==> config.mk <==
export PLATFORM = sky130hd
export DESIGN_NAME = sixteen_bit_timer_control
export DESIGN_NICKNAME = d
export VERILOG_FILES = /design/src/core/timer_ctrl_pkg.sv /design/src/core/edge_sync.sv /design/src/core/tick_prescaler.sv /design/src/core/sixteen_bit_timer_control.sv
export SDC_FILE = /design/constraint.sdc
export NUM_CORES = 1
export LEC_CHECK = 0
export ABC_AREA = 0
export CELL_PAD_IN_SITES_DETAIL_PLACEMENT = 0
export CELL_PAD_IN_SITES_GLOBAL_PLACEMENT = 2
export CORE_AREA = 2 2 117 119
export CTS_CLUSTER_SIZE = 8
export DETAILED_ROUTE_END_ITERATION = 10
export DIE_AREA = 0 0 119 121
export DONT_BUFFER_PORTS = 1
export GPL_TIMING_DRIVEN = 0
export PLACE_DENSITY_LB_ADDON = 0.2
export RECOVER_POWER = 25
export REMOVE_ABC_BUFFERS = 1
export SYNTH_ARGS = -nofsm -noshare
export SYNTH_HDL_FRONTEND = slang
export SYNTH_SLANG_ARGS = --single-unit
==> constraint.sdc <==
create_clock -name sys_clk -period 5.35 [get_ports sys_clk]
set_input_delay 0.2675 -clock sys_clk [delete_from_list [all_inputs] [get_ports sys_clk]]
set_output_delay 0.2675 -clock sys_clk [all_outputs]
set_load 0.005 [all_outputs]
==> src/core/timer_ctrl_pkg.sv <==
// Package for the 16-bit timer with its 8-bit control register.
// Assumes a plain register port: address, write data, strobes, read data.
package timer_ctrl_pkg;

    // Register indices on the plain port
    localparam logic [2:0] ADDR_CONTROL    = 3'h0;
    localparam logic [2:0] ADDR_COUNT_LOW  = 3'h1;
    localparam logic [2:0] ADDR_COUNT_HIGH = 3'h2;
    localparam logic [2:0] ADDR_IRQ_STATUS = 3'h3;
    localparam logic [2:0] ADDR_IRQ_CLEAR  = 3'h4;
    localparam logic [2:0] ADDR_IRQ_ENABLE = 3'h5;

    // Control field positions
    localparam int CTL_RUN_BIT    = 0;
    localparam int CTL_WIDE_BIT   = 1;
    localparam int CTL_BYPASS_BIT = 2;
    localparam int CTL_OSC_BIT    = 3;
    localparam int CTL_PRE_LSB    = 4;
    localparam int CTL_CS_LSB     = 6;

    localparam logic [7:0]  CONTROL_RESET = 8'h00;
    localparam logic [15:0] COUNT_RESET   = 16'h0000;
    localparam logic [0:0]  IRQ_RESET     = 1'h0;

    // Clock source codes
    localparam logic [1:0] CS_INSTR  = 2'h0;
    localparam logic [1:0] CS_SYSTEM = 2'h1;
    localparam logic [1:0] CS_EXT    = 2'h2;

    // Instruction clock is the system clock divided by four
    localparam int INSTR_DIV = 4;

    // Secondary oscillator mode configuration codes
    localparam logic [1:0] OSC_LOW_POWER  = 2'h1;
    localparam logic [1:0] OSC_DIGITAL    = 2'h2;
    localparam logic [1:0] OSC_HIGH_POWER = 2'h3;

    typedef struct packed {
        logic [1:0] count_clock_select;
        logic [1:0] prescale_select;
        logic       secondary_osc_enable;
        logic       ext_clock_sync_bypass;
        logic       wide_access_enable;
        logic       count_run;
    } timer_control_t;

    typedef struct packed {
        logic [2:0] addr;
        logic [7:0] wdata;
        logic       wr;
        logic       rd;
    } reg_req_t;

    typedef struct packed {
        logic ext_count_clock_pin;
        logic secondary_crystal_in;
    } ext_in_t;

    typedef struct packed {
        logic osc_enable;
        logic osc_low_power;
        logic osc_high_power;
        logic osc_digital;
    } osc_ctl_t;

endpackage

==> src/core/edge_sync.sv <==
// Rising-edge detector for an external count clock, with optional sync.
// Input is an asynchronous level; bypass skips the two-flop stage.
`timescale 1ns/1ps
module edge_sync
(
    // Clock and reset
    input  wire logic sys_clk,
    input  wire logic rst,
    // Signal
    input  wire logic raw_in,
    input  wire logic bypass,
    output logic      rise
);
    logic meta_ff;
    logic sync_ff;
    logic prev_ff;
    logic sel;

    // Bypass trades metastability safety for two fewer cycles of latency
    assign sel  = bypass ? raw_in : sync_ff;
    assign rise = sel & ~prev_ff;

    always_ff @(posedge sys_clk)
    begin
        if (rst)
        begin
            meta_ff <= 1'b0;
            sync_ff <= 1'b0;
            prev_ff <= 1'b0;
        end
        else
        begin
            meta_ff <= raw_in;
            sync_ff <= meta_ff;
            prev_ff <= sel;
        end
    end
endmodule

==> src/core/tick_prescaler.sv <==
// Prescaler: passes one tick of every 1, 2, 4 or 8 input ticks.
// Cleared while the timer is stopped so a restart begins a fresh period.
`timescale 1ns/1ps
module tick_prescaler
#(
    parameter int WIDTH = 3
)
(
    // Clock and reset
    input  wire logic       sys_clk,
    input  wire logic       rst,
    // Control
    input  wire logic       clear,
    input  wire logic [1:0] prescale_select,
    // Ticks
    input  wire logic       tick_in,
    output logic            tick_out
);
    logic [WIDTH-1:0] cnt_ff;
    logic [WIDTH-1:0] nxt_cnt;
    logic [WIDTH-1:0] limit;

    assign limit    = WIDTH'((1 << prescale_select) - 1);
    assign tick_out = tick_in & (cnt_ff >= limit);
    assign nxt_cnt  = clear    ? '0 :
                      tick_out ? '0 :
                      tick_in  ? cnt_ff + WIDTH'(1) : cnt_ff;

    always_ff @(posedge sys_clk)
    begin
        if (rst)
            cnt_ff <= '0;
        else
            cnt_ff <= nxt_cnt;
    end
endmodule

==> src/core/sixteen_bit_timer_control.sv <==
// 16-bit timer/counter with control register, byte access and interrupt.
// Assumes register strobes synchronous to sys_clk, one cycle each.
// Function
// RULE1 - Clock select: instruction, system or external
// RULE2 - External: pin edges or secondary oscillator
// RULE3 - Prescale one, two, four or eight
// RULE4 - External clock synchronised unless bypass set
// RULE5 - Internal clock ignores the bypass bit
// RULE6 - Bypass unusable when device clocked by timer
// RULE7 - Wide bit picks 16-bit or 8-bit access
// RULE8 - Run bit zero stops and holds count
// RULE9 - Oscillator enable bit drives secondary oscillator
// RULE10 - Avoid system clock when timing capture/compare
// RULE11 - Count held as low and high bytes
// RULE12 - Control register resets to zero
// RULE13 - Oscillator mode from two-bit configuration
// RULE14 - Count wraps and sets overflow flag
// RULE15 - Wide mode buffers high byte both ways
`timescale 1ns/1ps
module sixteen_bit_timer_control
#(
    parameter int COUNT_WIDTH = 16
)
(
    // Clock and reset
    input  wire logic                       sys_clk,
    input  wire logic                       rst,
    // Register port
    input  wire timer_ctrl_pkg::reg_req_t   reg_req,
    output logic [7:0]                      reg_rdata,
    // External count sources
    input  wire timer_ctrl_pkg::ext_in_t    ext_in,
    input  wire logic [1:0]                 secondary_osc_mode_config,
    // Oscillator control
    output timer_ctrl_pkg::osc_ctl_t        osc_ctl,
    output logic                            secondary_crystal_out,
    // Interrupt
    output logic                            irq
);
    import timer_ctrl_pkg::*;

    timer_control_t         ctl_ff;
    logic [COUNT_WIDTH-1:0] count_ff;
    logic [7:0]             high_buf_ff;
    logic [7:0]             rdata_ff;
    logic [1:0]             div_ff;
    logic                   ovf_status_ff;
    logic                   ovf_enable_ff;
    logic                   osc_out_ff;

    // Register decode
    function automatic logic hit(input logic [2:0] a, input logic [2:0] r);
        hit = (a == r);
    endfunction

    wire wr_ctl    = reg_req.wr & hit(reg_req.addr, ADDR_CONTROL);
    wire wr_low    = reg_req.wr & hit(reg_req.addr, ADDR_COUNT_LOW);
    wire wr_high   = reg_req.wr & hit(reg_req.addr, ADDR_COUNT_HIGH);
    wire wr_clear  = reg_req.wr & hit(reg_req.addr, ADDR_IRQ_CLEAR);
    wire wr_enable = reg_req.wr & hit(reg_req.addr, ADDR_IRQ_ENABLE);
    wire rd_low    = reg_req.rd & hit(reg_req.addr, ADDR_COUNT_LOW);

    // Instruction clock tick: one of every INSTR_DIV system clocks
    wire instr_tick = (div_ff == 2'(INSTR_DIV - 1));

    // External source selection
    wire ext_sel   = ctl_ff.count_clock_select == CS_EXT;
    wire osc_on    = ctl_ff.secondary_osc_enable;                      // RULE9
    wire ext_raw   = osc_on ? ext_in.secondary_crystal_in
                            : ext_in.ext_count_clock_pin;              // RULE2
    // Bypass only matters with the external source selected
    wire bypass_eff = ext_sel & ctl_ff.ext_clock_sync_bypass;          // RULE5
    wire ext_rise;

    edge_sync u_edge_sync
    (
        .sys_clk (sys_clk),
        .rst     (rst),
        .raw_in  (ext_raw),
        .bypass  (bypass_eff),                                         // RULE4
        .rise    (ext_rise)
    );

    // Source tick; code 11 is unassigned and gives no ticks
    logic src_tick;
    always_comb
    begin
        case (ctl_ff.count_clock_select)
            CS_INSTR:  src_tick = instr_tick;                          // RULE1
            CS_SYSTEM: src_tick = 1'b1;                                // RULE1
            CS_EXT:    src_tick = ext_rise;                            // RULE1
            default:   src_tick = 1'b0;
        endcase
    end

    wire count_tick;

    tick_prescaler #(.WIDTH(3)) u_prescaler
    (
        .sys_clk         (sys_clk),
        .rst             (rst),
        .clear           (~ctl_ff.count_run),
        .prescale_select (ctl_ff.prescale_select),                     // RULE3
        .tick_in         (src_tick & ctl_ff.count_run),                // RULE8
        .tick_out        (count_tick)
    );

    // Count update; a software write wins over a tick in the same cycle
    wire                   wrap     = count_tick & (&count_ff);       // RULE14
    wire [7:0]             cur_high = count_ff[COUNT_WIDTH-1:8];
    wire [7:0]             low_new  = reg_req.wdata;
    wire [7:0]             high_new = ctl_ff.wide_access_enable
                                      ? high_buf_ff : reg_req.wdata;
    logic [COUNT_WIDTH-1:0] nxt_count;
    always_comb
    begin
        nxt_count = count_ff;
        if (count_tick)
            nxt_count = count_ff + COUNT_WIDTH'(1);                    // RULE14
        if (wr_low)
            nxt_count = ctl_ff.wide_access_enable
                        ? {high_new, low_new}                          // RULE15
                        : {cur_high, low_new};                         // RULE7
        else if (wr_high && !ctl_ff.wide_access_enable)
            nxt_count = {reg_req.wdata, count_ff[7:0]};                // RULE7
    end

    // High-byte buffer: in wide mode, filled by low-byte read or high-byte write
    logic [7:0] nxt_high_buf;
    always_comb
    begin
        nxt_high_buf = high_buf_ff;
        if (ctl_ff.wide_access_enable && rd_low)
            nxt_high_buf = cur_high;                                   // RULE15
        else if (ctl_ff.wide_access_enable && wr_high)
            nxt_high_buf = reg_req.wdata;                              // RULE15
    end

    // Read multiplexer
    logic [7:0] nxt_rdata;
    always_comb
    begin
        case (reg_req.addr)
            ADDR_CONTROL:    nxt_rdata = ctl_ff;
            ADDR_COUNT_LOW:  nxt_rdata = count_ff[7:0];                // RULE11
            ADDR_COUNT_HIGH: nxt_rdata = ctl_ff.wide_access_enable
                                         ? high_buf_ff : cur_high;     // RULE11
            ADDR_IRQ_STATUS: nxt_rdata = {7'h00, ovf_status_ff};
            ADDR_IRQ_ENABLE: nxt_rdata = {7'h00, ovf_enable_ff};
            default:         nxt_rdata = 8'h00;
        endcase
        if (!reg_req.rd)
            nxt_rdata = 8'h00;
    end

    // Oscillator mode decode; digital mode needs no crystal drive
    wire osc_mode_crystal =
        (secondary_osc_mode_config == OSC_LOW_POWER) |
        (secondary_osc_mode_config == OSC_HIGH_POWER);

    // Overflow flag: a wrap in the clearing cycle still sets it
    wire nxt_status = wrap | (ovf_status_ff &
                      ~(wr_clear & reg_req.wdata[0]));                 // RULE14

    always_ff @(posedge sys_clk)
    begin
        if (rst)
        begin
            ctl_ff        <= CONTROL_RESET;                            // RULE12
            count_ff      <= COUNT_RESET;
            high_buf_ff   <= 8'h00;
            rdata_ff      <= 8'h00;
            div_ff        <= 2'h0;
            ovf_status_ff <= IRQ_RESET[0];
            ovf_enable_ff <= IRQ_RESET[0];
            osc_out_ff    <= 1'b0;
        end
        else
        begin
            if (wr_ctl)
                ctl_ff <= timer_control_t'(reg_req.wdata);
            count_ff      <= nxt_count;
            high_buf_ff   <= nxt_high_buf;
            rdata_ff      <= nxt_rdata;
            div_ff        <= div_ff + 2'h1;
            ovf_status_ff <= nxt_status;
            if (wr_enable)
                ovf_enable_ff <= reg_req.wdata[0];
            // Crystal drive is the inverted input while the amplifier runs
            osc_out_ff    <= osc_on & osc_mode_crystal &
                             ~ext_in.secondary_crystal_in;
        end
    end

    always_comb
    begin
        osc_ctl.osc_enable     = osc_on;                               // RULE9
        osc_ctl.osc_low_power  = osc_on &
            (secondary_osc_mode_config == OSC_LOW_POWER);              // RULE13
        osc_ctl.osc_high_power = osc_on &
            (secondary_osc_mode_config == OSC_HIGH_POWER);             // RULE13
        osc_ctl.osc_digital    = osc_on &
            (secondary_osc_mode_config == OSC_DIGITAL);                // RULE13
    end

    assign secondary_crystal_out = osc_out_ff;
    assign reg_rdata             = rdata_ff;
    assign irq                   = ovf_status_ff & ovf_enable_ff;
endmodule

==> metrics.cfg, run 1 <==
[clock_network]
post_cts_buffers = 0
cts.clk_slew.worst_paths_ns = 0.07
clk_latency_ns = 0.30
cts_resized = 0
cts_hold_buf = 0
cts_tree = built
clock_path_buffers = 2
cts-htree-levels = 2
cts_buffers = 5
cts_root_buffer = clkbuf_16
clkSinkCount = 51

[sta]
clock_skew_ns = 0.00736
fin_crit_ns = 2.45
grt_setup_unrepaired = no
period_share_pct = 45.8
max_freq_mhz = 408
setup_tns_ns = 0
relSlewSlack_pct = 22.4
fin_ws_ns = 2.90
tightest_slew_ns = 1.16
hold_violations = 0
setup_viol = 0
slew_violations = 0

[setup_path]
path_class = reg -> reg
cp_slowest_cell = dfxtp_1
max_stage_delay_ns = 0.92
crit_end = high_buf_ff[6]
cp-start-kind = flip-flop
worstReg2RegStart = ctl_ff[1]
endpoint_kind = flip-flop
arrival_ns = 2.65
r2r-end = high_buf_ff[6]
crit_path_cell_trace = nand4b_1 -> nor2_1 -> a21oi_1 -> a211oi_1
rrSetupSlack_ns = 2.90
cp.required_ns = 5.55
timing.critical_path.fanout_max = 18
crit_start = ctl_ff[1]
ff2ff_path_depth = 4

[placed_design]
place_hpwl_um = 6700
placed_area_mm2 = 0.00304
portBuffers = 0
dp_slack_ns = 2.84
globalplace.congestion = 0.735

[detailed_routing]
ant_nets = 0
drc = 0
drt-vias-per-instance = 4.89
dr_total_vias = 2526
drt_iter0_drc = 186
dr.pass1.iters = 4
wl_per_cell_um = 18.3
routed_wl_um = 9460

[yosys]
synth.largest_area_cell = dfxtp_1
synthCells = 358
synth_seq_area_share_pct = 34.6
ys.flop_type = dfxtp_1
async_flop_share_pct = 0
avgSynthCellArea_um2 = 8.23
ys_warn_count = 0
synth.distinct_cells = 65
synthTopCellsByArea = dfxtp_1 35%, mux2i_1 6.5%, nor2_1 5.6%
synth_edf_count = 0
synth_top_area_share_pct = 34.6
synth.cell_area_mm2 = 0.00295
synth_seq_cells = 51

[finish]
nNetsFinal = 365
stdcell_area_mm2 = 0.00319
area_delta_synth_final_pct = 8.15
n_antenna_cell = 0
drive_gt1_share_pct = 8.80

[global_route]
grt_first_pass_wirelength_um = 14900
grt_overflow = 0
grt_use_total_pct = 13.7
grt_pass1_vias = 2422
antenna_found_initial = 0
grt_max_degree = 46

[pwr]
power.density_mw_per_mm2 = 247
power_frac_seq_pct = 51.1
power_frac_clock_pct = 41.5
p_int_uw = 587
leakage_nw = 1.01
ir_worst_vdd_mv = 0.0903
power_switching_share_pct = 25.5
p_switching_uw = 200
share_comb_of_total_power_pct = 7.4
power_uw = 787

[floorplanning]
rows = 42
die_area_mm2 = 0.0144
die_y_um = 121
die_w_um = 119
core_area_mm2 = 0.0131
initial_core_util_pct = 22.5
num_io_pins = 33

[hold_path]
min_path_cells = 1
hold_class = in -> reg

[job]
maxCapViolCount = 0

[run_status]
status = completed

metrics by stage:
step,hold slack (ns),util [%],std cells
2_1_floorplan,0.334,-,332
3_3_place_gp,0.346,23.2,508
3_5_place_dp,0.351,23.2,508
4_1_cts,0.0282,24.3,516
5_1_grt,0.0148,24.4,517
6_report,0.0332,24.4,517
cell usage in the layout, fill, tap and decap left out, types with 3 or more instances in the layout:
| master | n |
|---|---|
| a221oi_1 | 4 |
| xor2_1 | 3 |
| clkbuf_16 | 5 |
| inv_1 | 8 |
| or3_1 | 4 |
| nor2b_1 | 4 |
| xnor2_1 | 6 |
| nand2_1 | 34 |
| a211oi_1 | 14 |
| nand4_1 | 5 |
| a21oi_1 | 26 |
| o22ai_1 | 6 |
| nand2b_1 | 7 |
| nor3_1 | 9 |
| nor4_1 | 4 |
| o21ai_0 | 5 |
| dfxtp_1 | 51 |
| mux2i_1 | 19 |
| nor2_1 | 44 |
| and2_1 | 8 |
| ha_1 | 6 |
| o21ai_1 | 7 |
| nand3_1 | 12 |
critical path: cells and delay by family (launching register included):
kind | cells | cell delay, ns
flops | 1 | 0.92
simple gates | 2 | 1.10
compound gates | 2 | 0.33
cell type report:
type                    instances  area (um^2)
clock inverters                 3         20.0
repair buffers                  1         7.51
well taps                     176          220
multi-input cells             272         1760
inverters                       9         33.8
clock buffers                   5          125
fillers                      1439         9900
flip-flops and latches         51         1020
flip-flops by register name, indices dropped and copies added (netlist names):
signal,flops
div_ff,2
u_edge_sync.prev_ff,1
ovf_status_ff,1
secondary_crystal_out,1
osc_on,1
u_edge_sync.sync_ff,1
reg_rdata,8
count_ff,16
ovf_enable_ff,1
high_buf_ff,8
u_edge_sync.meta_ff,1
u_prescaler.cnt_ff,3
ctl_ff,7
per-layer routing:
metal,part of all wire [%],up-vias,global-route usage [%]
met5,0,-,0
met4,1.3,0,4.91
met3,5.6,9,3.01
met2,46,57,20.4
met1,47,1213,19.3
li1,-,1247,-
how the worst min path moves through the flow:
stage | startpoint | endpoint | slack, ns
3_3_place_gp | ext_in[0] | secondary_crystal_out | 0.35
5_1_grt | rst | count_ff[9] | 0.01
6_report | rst | count_ff[9] | 0.03
4_1_cts | rst | count_ff[9] | 0.03
2_1_floorplan | rst | count_ff[9] | 0.33
3_5_place_dp | rst | count_ff[9] | 0.35
synth_stat cells (all sizes together) (2+ instances only):
library cell and count:
clkbuf 6, a211oi 15, inv 9, xnor2 6, o41ai 2, or2 3, nand2b 7, nor2b 5
xor2 3, a21oi 28, or4b 2, nand3 12, nand4 5, mux2i 19, o21ai 14, or3 4
nor3b 3, dfxtp 51, ha 6, a221oi 6, buf 20, and2 8, nand2 35, nor4 4
o22ai 6, a22oi 2, nor2 46, a31oi 2, nor3 11
power by group through the flow:
stage | logic (mW) | registers, mW | clock network (mW)
2_1_floorplan | 0.0454 | 0.406 | 0
3_3_place_gp | 0.0575 | 0.411 | 0
3_5_place_dp | 0.0575 | 0.411 | 0
4_1_cts | 0.0579 | 0.402 | 0.344
5_1_grt | 0.0655 | 0.404 | 0.361
6_report | 0.0579 | 0.402 | 0.327
kinds of logic after synthesis:
kind of cell | synth area share [%]
flops | 34.6
mux | 7.60
xor+xnor | 2.67
simple gates | 26.5
buf+inv | 5.64
fa+ha+maj | 2.55
compound gates | 20.4
(Power assumes the default switching activity.)
==> run 2: changes to the inputs <==
- ABC_AREA: 0 -> 1
- CORE_AREA: 2 2 117 119 -> 2 2 118 120
- DIE_AREA: 0 0 119 121 -> 0 0 120 122
- clock period: 5.35 -> 2.3 ns (I/O delays scaled with it)
==> metrics.cfg, run 2 <==
[sta]
clock_skew_ns = 0.00930  ; +0.00194 ns
max_freq_mhz = 486  ; +19%
hold_violations = 0  ; unchanged
relSlewSlack_pct = 28.4  ; +5.9 points
slew_violations = 0  ; unchanged
period_share_pct = 89.4  ; +44 points
tightest_slew_ns = 1.07  ; -0.0850 ns
setup_viol = 0  ; unchanged
fin_crit_ns = 2.06  ; -0.393 ns
grt_setup_unrepaired = no
hold_ws_ns = 0.00787  ; -0.0254 ns
setup_tns_ns = 0  ; unchanged

[floorplanning]
die_area_mm2 = 0.0146  ; +1.7%
die_y_um = 122  ; +0.83%
initial_core_util_pct = 22.3  ; -0.27 points
rows = 43  ; +2.4%
die_w_um = 120  ; +0.84%
core_area_mm2 = 0.0135  ; +3.2%
num_io_pins = 33  ; unchanged

[finish]
largest_register = count_ff
nNetsFinal = 466  ; +28%
n_antenna_cell = 0  ; unchanged
layout.cells.most_common = nand2_1
area_delta_synth_final_pct = 10.2
stdcell_area_mm2 = 0.00331  ; +3.9%
largest_reg_flops = 16  ; unchanged
final_cell_mix = 103 x nand2_1, 55 x inv_1, 51 x dfxtp_1, 50 x nor2_1, 36 x o21ai_0
drive_gt1_share_pct = 6.33  ; -2.5 points
fin_cells = 622  ; +20%

[placed_design]
placed_area_mm2 = 0.00314  ; +3.3%
portBuffers = 0  ; unchanged
globalplace.congestion = 0.791  ; +7.6%
dp_cells = 611  ; +20%
place_hpwl_um = 7440  ; +11%

[clock_network]
cts_resized = 0  ; unchanged
cts_tree = built
post_cts_buffers = 0  ; unchanged
clock_path_buffers = 2  ; unchanged
cts_buffers = 5  ; unchanged
cts_root_buffer = clkbuf_16
clk_latency_ns = 0.30  ; about the same
clkSinkCount = 51  ; unchanged
cts.clk_slew.worst_paths_ns = 0.08  ; about the same
cts-htree-levels = 2  ; unchanged

[global_route]
grt_pass1_vias = 2719  ; +12%
grt_use_total_pct = 14.3  ; +0.63 points
grt_first_pass_wirelength_um = 16000  ; +7.3%
grt_overflow = 0  ; unchanged
grt_max_degree = 33  ; -28%
antenna_found_initial = 0  ; unchanged

[yosys]
ys.flop_type = dfxtp_1
synth_most_common_cell = nand2_1
synth_edf_count = 0  ; unchanged
synth_top_area_share_pct = 34.0  ; -0.66 points
synth_seq_cells = 51  ; unchanged
synth.cell_area_mm2 = 0.00301  ; +2.0%
synthTopCellsByArea = dfxtp_1 34%, nand2_1 13%, inv_1 6.9%
avgSynthCellArea_um2 = 6.75  ; -18%
synthCells = 445  ; +24%
async_flop_share_pct = 0  ; unchanged
synthTopCellsByCount = 103 x nand2_1, 55 x inv_1, 51 x dfxtp_1
ys_warn_count = 0  ; unchanged
synth.largest_area_cell = dfxtp_1
synth_seq_area_share_pct = 34.0  ; -0.66 points
synth.distinct_cells = 40  ; -38%

[detailed_routing]
drt-vias-per-instance = 4.62  ; -5.5%
routed_wl_um = 10200  ; +7.6%
wl_per_cell_um = 16.4  ; -11%
drt_iter0_drc = 183  ; -1.6%
dr.pass1.iters = 4  ; unchanged
drc = 0  ; unchanged
ant_nets = 0  ; unchanged
dr_total_vias = 2871  ; +14%

[setup_path]
cp.depth = 4  ; unchanged
r2r-end = high_buf_ff[5]
cp_slowest_cell = dfxtp_1
cp_top_family = compound AO/OA/AOI/OAI gates
critical_path_buf_inv_count = 1  ; +1
cp-start-kind = flip-flop
ff2ff_path_depth = 4  ; unchanged
crit_start = ctl_ff[1]
cp.required_ns = 2.53  ; -3.02 ns
worstReg2RegStart = ctl_ff[1]
crit_path_cell_trace = inv_2 -> o31ai_4 -> o21ai_0 -> a21oi_1
path_class = reg -> reg
timing.critical_path.fanout_max = 16  ; -2
arrival_ns = 2.29  ; -0.36 ns
crit_end = high_buf_ff[5]
rrSetupSlack_ns = 0.24  ; -2.66 ns
endpoint_kind = flip-flop
max_stage_delay_ns = 0.71  ; -0.21 ns

[pwr]
leakage_nw = 1.33  ; +32%
power.density_mw_per_mm2 = 583  ; +140%
ir_worst_vdd_mv = 0.219  ; +140%

[job]
maxCapViolCount = 0  ; unchanged

[run_status]
status = completed

[hold_path]
hold_class = in -> reg

run 2: final cells by class:
class / count / area, um^2
timing repair buffer: 3 / 30.0
fill: 1509 / 10200
inverter: 59 / 226
clock buffer: 6 / 129
tap: 180 / 225
sequential: 51 / 1020
clock inverter: 2 / 16.3
multi-input combinational: 321 / 1660
run 2: timing repair:
item | CTS | global route
hold endpoints to repair | 10 | 0
endpoints found under the setup margin | 0 | 0
hold buffers | 3 | 0
run 2: worst min-delay path by stage:
stage                    start             to  slack [ns]  cells past startpoint
floorplan                  rst      div_ff[0]        0.18                      1
global placement           rst      div_ff[0]        0.18                      1
detailed placement         rst      div_ff[0]        0.19                      1
CTS                 reg_req[9]      ctl_ff[7]       0.005                      2
global route        reg_req[7]      ctl_ff[5]        0.02                      2
finish              reg_req[2]  ovf_enable_ff       0.008                      2
run 2: kinds of logic after synthesis:
kind of cell | count (synthesis) | synth area share, %
AOI/OAI and AO/OA | 98 | 19.0
xor gates and xnor gates | 6 | 1.75
adders and majority gates | 6 | 2.50
buffers and inverters | 73 | 10.7
DFF | 51 | 34.0
and+or+nand+nor | 211 | 32.1
run 2: per-stage QoR:
step / worst slack [ns] / utilization (%) / power [mW]
final: 0.243 / 24.5 / 1.93
after detailed placement: 0.226 / 23.2 / 1.16
after global placement: 0.222 / 23.2 / 1.16
after global routing: 0.0454 / 24.5 / 2.01
after CTS: 0.201 / 24.5 / 1.96
after floorplan: 0.724 / - / 1.10
run 2: where the power goes:
| group | total (mW) | switching [mW] | leakage (nW) | internal, mW |
|---|---|---|---|---|
| combinational | 0.203 | 0.137 | 0.849 | 0.0655 |
| clock | 0.781 | 0.371 | 0.0675 | 0.410 |
| sequential | 0.947 | 0.0365 | 0.414 | 0.910 |
run 2: per-layer routing:
metal | up-vias | share of wire (%) | routed length [um] | global-route usage [%]
li1 | 1457 | - | - | -
met1 | 1358 | 48 | 4900 | 19.4
met2 | 49 | 47 | 4800 | 24.0
met3 | 7 | 3.4 | 347 | 2.20
met4 | 0 | 1.2 | 126 | 3.46
met5 | - | 0 | 0 | 0
